<file path="config.mk">
export PLATFORM = sky130hd
export DESIGN_NAME = acq_sequencer
export DESIGN_NICKNAME = d
export VERILOG_FILES = /design/src/include/acq_pkg.sv /design/src/rtl/acq_sequencer.sv /design/src/rtl/acq_fifo.sv
export SDC_FILE = /design/constraint.sdc
export NUM_CORES = 1
export LEC_CHECK = 0
export ABC_AREA = 0
export BUFFER_PORTS_ARGS = -buffer_cell sky130_fd_sc_hd__buf_2
export CORE_ASPECT_RATIO = 1.5
export CORE_MARGIN = 2
export CORE_UTILIZATION = 35
export CTS_BUF_LIST = sky130_fd_sc_hd__clkbuf_8
export CTS_CLUSTER_SIZE = 16
export DETAILED_ROUTE_END_ITERATION = 12
export PLACE_DENSITY = 0.52
export SLEW_MARGIN = 15
export SYNTH_ARGS = -nofsm -noshare
export SYNTH_HDL_FRONTEND = slang
export SYNTH_SLANG_ARGS = --single-unit
</file>
<file path="constraint.sdc">
create_clock -name clk -period 3.5 [get_ports clk]
set_input_delay 0.525 -clock clk [delete_from_list [all_inputs] [get_ports clk]]
set_output_delay 0.525 -clock clk [all_outputs]
set_load 0.005 [all_outputs]
</file>
<file path="src/include/acq_pkg.sv">
package acq_pkg;
	// result codes returned with each request
	localparam logic [3:0] RES_OK       = 4'h0;
	localparam logic [3:0] RES_NOINIT   = 4'h1;
	localparam logic [3:0] RES_BADFUNC  = 4'h2;
	localparam logic [3:0] RES_HWFAIL   = 4'h3;
	localparam logic [3:0] RES_BADLIM   = 4'h4;
	localparam logic [3:0] RES_ABORT    = 4'h5;
	localparam logic [3:0] RES_BADCOUNT = 4'hB;

	// function selector codes
	localparam logic [2:0] FN_INIT   = 3'h0;
	localparam logic [2:0] FN_LIMITS = 3'h1;
	localparam logic [2:0] FN_SINGLE = 3'h2;
	localparam logic [2:0] FN_BLOCK  = 3'h3;

	// channel range and defaults after initialization
	localparam logic [2:0] CHAN_FIRST = 3'h0;
	localparam logic [2:0] CHAN_LAST  = 3'h7;

	// largest legal block count
	localparam logic [15:0] COUNT_MAX = 16'h7FFF;

	// clock and timeout for end of conversion
	localparam int CLK_HZ          = 20000000;
	localparam int EOC_TIMEOUT_US  = 100;
	localparam int EOC_TIMEOUT_CYC = EOC_TIMEOUT_US * (CLK_HZ / 1000000);
	// cycles a stale done level needs to clear through the synchroniser
	localparam int DONE_SETTLE_CYC = 3;

	// fifo shape
	localparam int FIFO_WIDTH = 32;
	localparam int FIFO_DEPTH = 8;
endpackage

</file>
<file path="src/rtl/acq_sequencer.sv">
`timescale 1ns/10ps
// Notes on behaviour
// - single command converts once, then steps channel
// - sample returned sign-extended to sixteen bits
// - code -128 is -5v, +127 is +4.961v
// - single sample reports its channel 0-7
// - default scan runs channel 0 to 7
// - missing end of conversion gives code 3
// - block writes samples to consecutive word addresses
// - block count above 32767 refused, code 11
// - block conversion starts on polled trigger rise
// - triggers ignored until start gate seen high
// - gate low later does not stop block
// - block done once last sample enters the fifo, before it is written out
// - abort stops block at once, code 5, except when the fifo accepts a push in that cycle
// - after upper limit reload lower limit
// - new limits restart scan at lower limit
module acq_sequencer (
	// clock and reset
	input  wire logic        clk,
	input  wire logic        reset_n,
	// request from host
	input  wire logic        req_valid,
	input  wire logic [2:0]  function_selector,
	input  wire logic [15:0] req_arg0,
	input  wire logic [15:0] req_arg1,
	input  wire logic        abort_req,
	// completion to host
	output logic             done_valid,
	output logic [3:0]       done_result,
	output logic [15:0]      done_sample,
	output logic [2:0]       done_channel,
	output logic             busy,
	// block sample stream
	output logic             wr_valid,
	input  wire logic        wr_ready,
	output logic [15:0]      wr_addr,
	output logic [15:0]      wr_data,
	// converter and multiplexer
	output logic [2:0]       mux_sel,
	output logic             conv_start,
	input  wire logic        conv_done,
	input  wire logic [7:0]  conv_data,
	// external pins
	input  wire logic        trigger_in,
	input  wire logic        start_gate_input
);
	typedef enum {S_IDLE, S_WAIT_GATE, S_WAIT_TRIG, S_START, S_CONV, S_PUSH} state_t;

	state_t        st_reg, st_next;
	logic          init_reg, init_next, blk_reg, blk_next;
	logic [2:0]    lo_reg, lo_next, hi_reg, hi_next, ch_reg, ch_next;
	logic [15:0]   left_reg, left_next, addr_reg, addr_next, smp_reg, smp_next;
	logic [2:0]    sch_reg, sch_next;
	logic [$clog2(acq_pkg::EOC_TIMEOUT_CYC+1)-1:0] tmo_reg, tmo_next;
	logic          dv_reg, dv_next, cs_reg, cs_next;
	logic [3:0]    res_reg, res_next;
	logic [15:0]   dsmp_reg, dsmp_next;
	logic [2:0]    dch_reg, dch_next;
	logic [1:0]    trg_sync, gate_sync, done_sync;
	logic          trg_old;
	logic          f_ready, f_valid;
	logic [31:0]   f_data;
	logic [31:0]   f_in;
	logic          push;
	logic          trg_rise;
	logic          busy_reg, busy_next;

	// two-stage synchronisers; only stage one feeds stage two
	always_ff @(posedge clk or negedge reset_n) begin
		if (!reset_n) begin
			trg_sync  <= 2'h0;
			gate_sync <= 2'h0;
			done_sync <= 2'h0;
			trg_old   <= 1'b0;
		end else begin
			trg_sync  <= {trg_sync[0], trigger_in};
			gate_sync <= {gate_sync[0], start_gate_input};
			done_sync <= {done_sync[0], conv_done};
			trg_old   <= trg_sync[1];
		end
	end

	// polled edge, no interrupt path
	assign trg_rise = trg_sync[1] && !trg_old;

	// block samples pass a fifo so a slow sink stalls the sequencer
	assign f_in = {addr_reg, smp_reg};
	assign push = (st_reg == S_PUSH) && blk_reg;

	acq_fifo #(
		.WIDTH(acq_pkg::FIFO_WIDTH),
		.DEPTH(acq_pkg::FIFO_DEPTH)
	) u_fifo (
		.clk      (clk),
		.reset_n  (reset_n),
		.in_valid (push),
		.in_ready (f_ready),
		.in_data  (f_in),
		.out_valid(f_valid),
		.out_ready(wr_ready),
		.out_data (f_data)
	);

	assign wr_valid = f_valid;
	assign wr_addr  = f_data[31:16];
	assign wr_data  = f_data[15:0];

	// sequencer next-state logic
	always_comb begin
		st_next   = st_reg;
		init_next = init_reg;
		blk_next  = blk_reg;
		lo_next   = lo_reg;
		hi_next   = hi_reg;
		ch_next   = ch_reg;
		left_next = left_reg;
		addr_next = addr_reg;
		smp_next  = smp_reg;
		sch_next  = sch_reg;
		tmo_next  = tmo_reg;
		dv_next   = 1'b0;
		cs_next   = 1'b0;
		res_next  = res_reg;
		dsmp_next = dsmp_reg;
		dch_next  = dch_reg;
		case (st_reg)
			S_IDLE: begin
				if (req_valid) begin
					dv_next = 1'b1;
					res_next = acq_pkg::RES_OK;
					if (function_selector == acq_pkg::FN_INIT) begin
						init_next = 1'b1;
						lo_next = acq_pkg::CHAN_FIRST;
						hi_next = acq_pkg::CHAN_LAST;
						ch_next = acq_pkg::CHAN_FIRST;
					end else if (function_selector > acq_pkg::FN_BLOCK) begin
						res_next = acq_pkg::RES_BADFUNC;
					end else if (!init_reg) begin
						res_next = acq_pkg::RES_NOINIT;
					end else if (function_selector == acq_pkg::FN_LIMITS) begin
						if (req_arg0 > 16'h0007)
							res_next = 4'hA;
						else if (req_arg1 > 16'h0007)
							res_next = acq_pkg::RES_BADCOUNT;
						else if (req_arg0 > req_arg1)
							res_next = acq_pkg::RES_BADLIM;
						else begin
							lo_next = req_arg0[2:0];
							hi_next = req_arg1[2:0];
							ch_next = req_arg0[2:0];
						end
					end else if (function_selector == acq_pkg::FN_SINGLE) begin
						dv_next = 1'b0;
						blk_next = 1'b0;
						st_next = S_START;
					end else if (req_arg1 > acq_pkg::COUNT_MAX) begin
						res_next = acq_pkg::RES_BADCOUNT;
					end else if (req_arg1 == 16'h0000) begin
						res_next = acq_pkg::RES_OK;
					end else begin
						dv_next = 1'b0;
						blk_next = 1'b1;
						left_next = req_arg1;
						addr_next = req_arg0;
						st_next = S_WAIT_GATE;
					end
				end
			end
			S_WAIT_GATE: begin
				// triggers before the gate are dropped
				if (gate_sync[1])
					st_next = S_WAIT_TRIG;
			end
			S_WAIT_TRIG: begin
				// gate no longer looked at here
				if (trg_rise)
					st_next = S_START;
			end
			S_START: begin
				cs_next = 1'b1;
				sch_next = ch_reg;
				tmo_next = '0;
				st_next = S_CONV;
			end
			S_CONV: begin
				tmo_next = tmo_reg + 1'b1;
				// done from the last conversion stays high until the start is seen,
				// so the synced level is only trusted once it has had time to drop
				if (done_sync[1] && tmo_reg >= ($bits(tmo_reg))'(acq_pkg::DONE_SETTLE_CYC)) begin
					// sign extension keeps 0 volts at code 0
					smp_next = {{8{conv_data[7]}}, conv_data};
					ch_next = (ch_reg == hi_reg) ? lo_reg : 3'(ch_reg + 1'b1);
					st_next = S_PUSH;
				end else if (tmo_reg == ($bits(tmo_reg))'(acq_pkg::EOC_TIMEOUT_CYC)) begin
					dv_next = 1'b1;
					res_next = acq_pkg::RES_HWFAIL;
					st_next = S_IDLE;
				end
			end
			S_PUSH: begin
				if (!blk_reg) begin
					dv_next = 1'b1;
					res_next = acq_pkg::RES_OK;
					dsmp_next = smp_reg;
					dch_next = sch_reg;
					st_next = S_IDLE;
				end else if (f_ready) begin
					addr_next = 16'(addr_reg + 16'h0002);
					left_next = 16'(left_reg - 1'b1);
					if (left_reg == 16'h0001) begin
						dv_next = 1'b1;
						res_next = acq_pkg::RES_OK;
						st_next = S_IDLE;
					end else
						st_next = S_WAIT_TRIG;
				end
			end
			default: st_next = S_IDLE;
		endcase
		// abort wins over any block step except a push the fifo accepts in that cycle
		if (blk_reg && abort_req && st_reg != S_IDLE && !(st_reg == S_PUSH && f_ready)) begin
			dv_next = 1'b1;
			res_next = acq_pkg::RES_ABORT;
			cs_next = 1'b0;
			st_next = S_IDLE;
		end
		busy_next = (st_next != S_IDLE);
	end

	always_ff @(posedge clk or negedge reset_n) begin
		if (!reset_n) begin
			st_reg   <= S_IDLE;
			init_reg <= 1'b0;
			blk_reg  <= 1'b0;
			lo_reg   <= 3'h0;
			hi_reg   <= 3'h7;
			ch_reg   <= 3'h0;
			left_reg <= 16'h0000;
			addr_reg <= 16'h0000;
			smp_reg  <= 16'h0000;
			sch_reg  <= 3'h0;
			tmo_reg  <= '0;
			dv_reg   <= 1'b0;
			cs_reg   <= 1'b0;
			res_reg  <= 4'h0;
			dsmp_reg <= 16'h0000;
			dch_reg  <= 3'h0;
			busy_reg <= 1'b0;
		end else begin
			st_reg   <= st_next;
			init_reg <= init_next;
			blk_reg  <= blk_next;
			lo_reg   <= lo_next;
			hi_reg   <= hi_next;
			ch_reg   <= ch_next;
			left_reg <= left_next;
			addr_reg <= addr_next;
			smp_reg  <= smp_next;
			sch_reg  <= sch_next;
			tmo_reg  <= tmo_next;
			dv_reg   <= dv_next;
			cs_reg   <= cs_next;
			res_reg  <= res_next;
			dsmp_reg <= dsmp_next;
			dch_reg  <= dch_next;
			busy_reg <= busy_next;
		end
	end

	// outputs straight from flops
	assign done_valid   = dv_reg;
	assign done_result  = res_reg;
	assign done_sample  = dsmp_reg;
	assign done_channel = dch_reg;
	assign busy         = busy_reg;
	assign mux_sel      = ch_reg;
	assign conv_start   = cs_reg;
endmodule

</file>
<file path="src/rtl/acq_fifo.sv">
`timescale 1ns/10ps
module acq_fifo #(
	parameter int WIDTH = 32,
	parameter int DEPTH = 8
) (
	// clock and reset
	input  wire logic             clk,
	input  wire logic             reset_n,
	// fill side
	input  wire logic             in_valid,
	output logic                  in_ready,
	input  wire logic [WIDTH-1:0] in_data,
	// drain side
	output logic                  out_valid,
	input  wire logic             out_ready,
	output logic [WIDTH-1:0]      out_data
);
	localparam int AW = $clog2(DEPTH);

	logic [WIDTH-1:0] mem_reg [DEPTH];
	logic [AW-1:0]    wr_reg, wr_next, rd_reg, rd_next;
	logic [AW:0]      cnt_reg, cnt_next;
	logic             push, pop;

	// honest flags from the occupancy count
	assign in_ready  = (cnt_reg != (AW+1)'(DEPTH));
	assign out_valid = (cnt_reg != '0);
	assign out_data  = mem_reg[rd_reg];
	assign push      = in_valid && in_ready;
	assign pop       = out_valid && out_ready;

	// pointer and count update
	always_comb begin
		wr_next  = push ? AW'(wr_reg + 1'b1) : wr_reg;
		rd_next  = pop ? AW'(rd_reg + 1'b1) : rd_reg;
		cnt_next = cnt_reg;
		if (push && !pop)
			cnt_next = (AW+1)'(cnt_reg + 1'b1);
		else if (pop && !push)
			cnt_next = (AW+1)'(cnt_reg - 1'b1);
	end

	always_ff @(posedge clk or negedge reset_n) begin
		if (!reset_n) begin
			wr_reg  <= '0;
			rd_reg  <= '0;
			cnt_reg <= '0;
		end else begin
			wr_reg  <= wr_next;
			rd_reg  <= rd_next;
			cnt_reg <= cnt_next;
		end
	end

	// storage is not reset; only written words are ever read
	always_ff @(posedge clk) begin
		if (push)
			mem_reg[wr_reg] <= in_data;
	end
endmodule

</file>
==> results.yml <==
routing:
  drt-total-wl_um: 34000
  drcViolationCount: 0
  antenna_left: 0
  wl_per_cell_um: 20.1
  vias: 8639
  firstDrtPassIters: 4
  drt-vias-per-instance: 5.11
  drt_iter0_markers: 397
setup_path:
  path_max_fanout: 20
  critPathArrivalTime_ns: 2.61
  worstPathRequired_ns: 2.97
  cp-end-kind: "output port"
  crit_type: "reg -> out"
  cp-start-kind: "register"
final_layout:
  largest_reg_flops: 192
  mostFrequentLayoutCells: "edfxtp_1, dfrtp_1, buf_2"
  nets: 1228
  layout_commonest_cell: "edfxtp_1"
  drive_gt1_share_pct: 28.2
  fin_area_um2: 16400
  diodes: 0
  syn2layout_area_growth_pct: 15.6
clocking:
  cts_setup_buffers: 0
  clk_latency_ns: 0.60
  postCtsHoldBufs: 4
  cts-htree-levels: 2
  cts_tree: "done"
  cts_buffer_depth: 3
  clk_pin_slew_ns: 0.07
  cts_root_buffer: "clkbuf_8"
  cts_resized: 0
  cts.sinks: 324
  cts_buffers: 51
floorplanning:
  die_h_um: 250
  start_util_pct: 35.3
  core_area_um2: 40100
  io_pins: 113
  die-area_um2: 42100
  row_count: 90
  die_width_um: 168
timing:
  fin_crit_ns: 3.13
  finClkSkew_ns: 0.0199
  setup_tns_ns: 0
  max_freq_mhz: 319
  layout_setup_ws_ns: 0.369
  drv_slew: 0
  tightestPinTransition_ns: 0.762
  fin_hold_ws_ns: 0.169
  finalSetupViolations: 0
  finalHoldViolCount: 0
  relSlewSlack_pct: 48.8
  min_period_over_period_pct: 89.5
  rsz0062_at_grt: "no"
logic_synthesis:
  synth_warnings: 0
  synth.avg_cell_area_um2: 14.4
  yosys_most_used_dff: "edfxtp_1"
  synth_edf_count: 192
  syn_inst: 985
  synth-async-reset-ratio_pct: 40.7
  synth.distinct_cells: 68
  syn_area_um2: 14100
  yosysSeqAreaShare_pct: 64.1
  ys_ff_latch: 324
global_route:
  grt_overflow: 0
  grt_max_degree: 78
  grt_pass1_wl_um: 52500
  antenna_found_initial: 0
  grt_util_all_layers_pct: 16.4
  grt_pass1_vias: 8983
min_path:
  hold_path_class: "in -> reg"
power_and_ir_drop:
  power.density_nw_per_um2: 443
  peakVddDrop_uv: 252
  leakage_nw: 5.76
placed_design:
  placed_cell_area_um2: 15400
  place.gp.congestion: 0.835
  dp_slack_ns: 0.670
  io_buffers: 112
  dp_hpwl_um: 22100
run:
  maxCapViolCount: 0
run_status:
  outcome: "finished clean"
## layout make-up
| cell class | count | area [um^2] |
|---|---|---|
| clock inverter | 38 | 208 |
| multi-input combinational | 601 | 4780 |
| sequential | 324 | 9080 |
| clock buffer | 52 | 716 |
| tap | 506 | 633 |
| inverter | 31 | 116 |
| timing repair buffer | 140 | 825 |
| fill | 3782 | 23700 |
## kinds of logic (layout without fill, tap and decap cells)
kind of cell,after synthesis,count (layout),share of synthesized area (%)
DFF,324,324,64.1
and+or+nand+nor,244,244,9.35
AOI/OAI and AO/OA,186,186,8.24
muxes,99,99,11.7
buffers and inverters,88,261,3.12
adders and majority gates,28,28,2.53
xor gates and xnor gates,15,15,0.929
other,1,29,0.0265
## through the flow
stage / total power, mW / utilization (%) / std cells
2_1_floorplan: 4.20 / - / 1013
3_3_place_gp: 4.32 / 38.4 / 1598
6_report: 7.24 / 40.8 / 1692
4_1_cts: 7.36 / 40.8 / 1692
5_1_grt: 7.53 / 40.8 / 1692
3_5_place_dp: 4.32 / 38.4 / 1598
## report_power, final
group,switching [mW],internal [mW],total (mW)
Sequential,0.0153,4.04,4.06
Combinational,0.123,0.0671,0.191
Clock,1.47,1.52,2.99
## critical path, stage by stage, from the launching register on
cell,delay (ns)
dfrtp_4,0.72
buf_4,0.33
mux4_2,0.53
mux2_2,0.29
buf_2,0.13
## Yosys cell counts (6+ instances only)
library cell  instances  area [um^2]
xnor2_1               9         78.8
nor4_1                9         56.3
mux4_2               48         1080
nand2_1              54          203
inv_1                31          116
xor2_1                6         52.6
clkbuf_1             27          101
and3_1               12         75.1
o22ai_1               8         50.1
o31ai_1               6         45.0
nand3_1              29          145
o21ai_0              47          235
nand2b_1             11         68.8
or3_1                 6         37.5
nor3_1               25          125
nor2_1               55          206
ha_1                 27          338
a31oi_1               6         37.5
o21a_1                6         45.0
buf_4                19          143
o21ai_1              14         70.1
a21oi_2              11         96.3
dfrtp_1             129         3230
a21oi_1              49          245
mux2_2               48          541
edfxtp_1            192         5770
nand4_1              13         81.3
## per-layer routing
layer  track usage (%)  up-vias  routed length (um)
met1              19.5     4345               13800
met3              2.67       61                1140
li1                  -     4071                   -
met4              6.26        0                1070
met5                 0        -                   0
met2              29.7      162               18100
## path summary, 6_finish.rpt
kind,start,end,slack (ns),cells past startpoint
max,u_fifo.rd_reg[0]$_DFFE_PN0P_,wr_addr[2],0.37,4
min in group asynchronous,reset_n,conv_start$_DFF_PN0_,0.54,2
min reg2reg,gate_sync[0]$_DFF_PN0_,gate_sync[1]$_DFF_PN0_,0.34,0
max in group asynchronous,reset_n,hi_reg[1]$_DFFE_PN1P_,2.11,3
min,conv_data[0],smp_reg[0]$_DFFE_PN0P_,0.17,2
max reg2reg,st_reg[31]$_DFF_PN0_,u_fifo.cnt_reg[3]$_DFFE_PN0P_,0.67,12
Note: power is estimated with default switching activity, not from simulation.
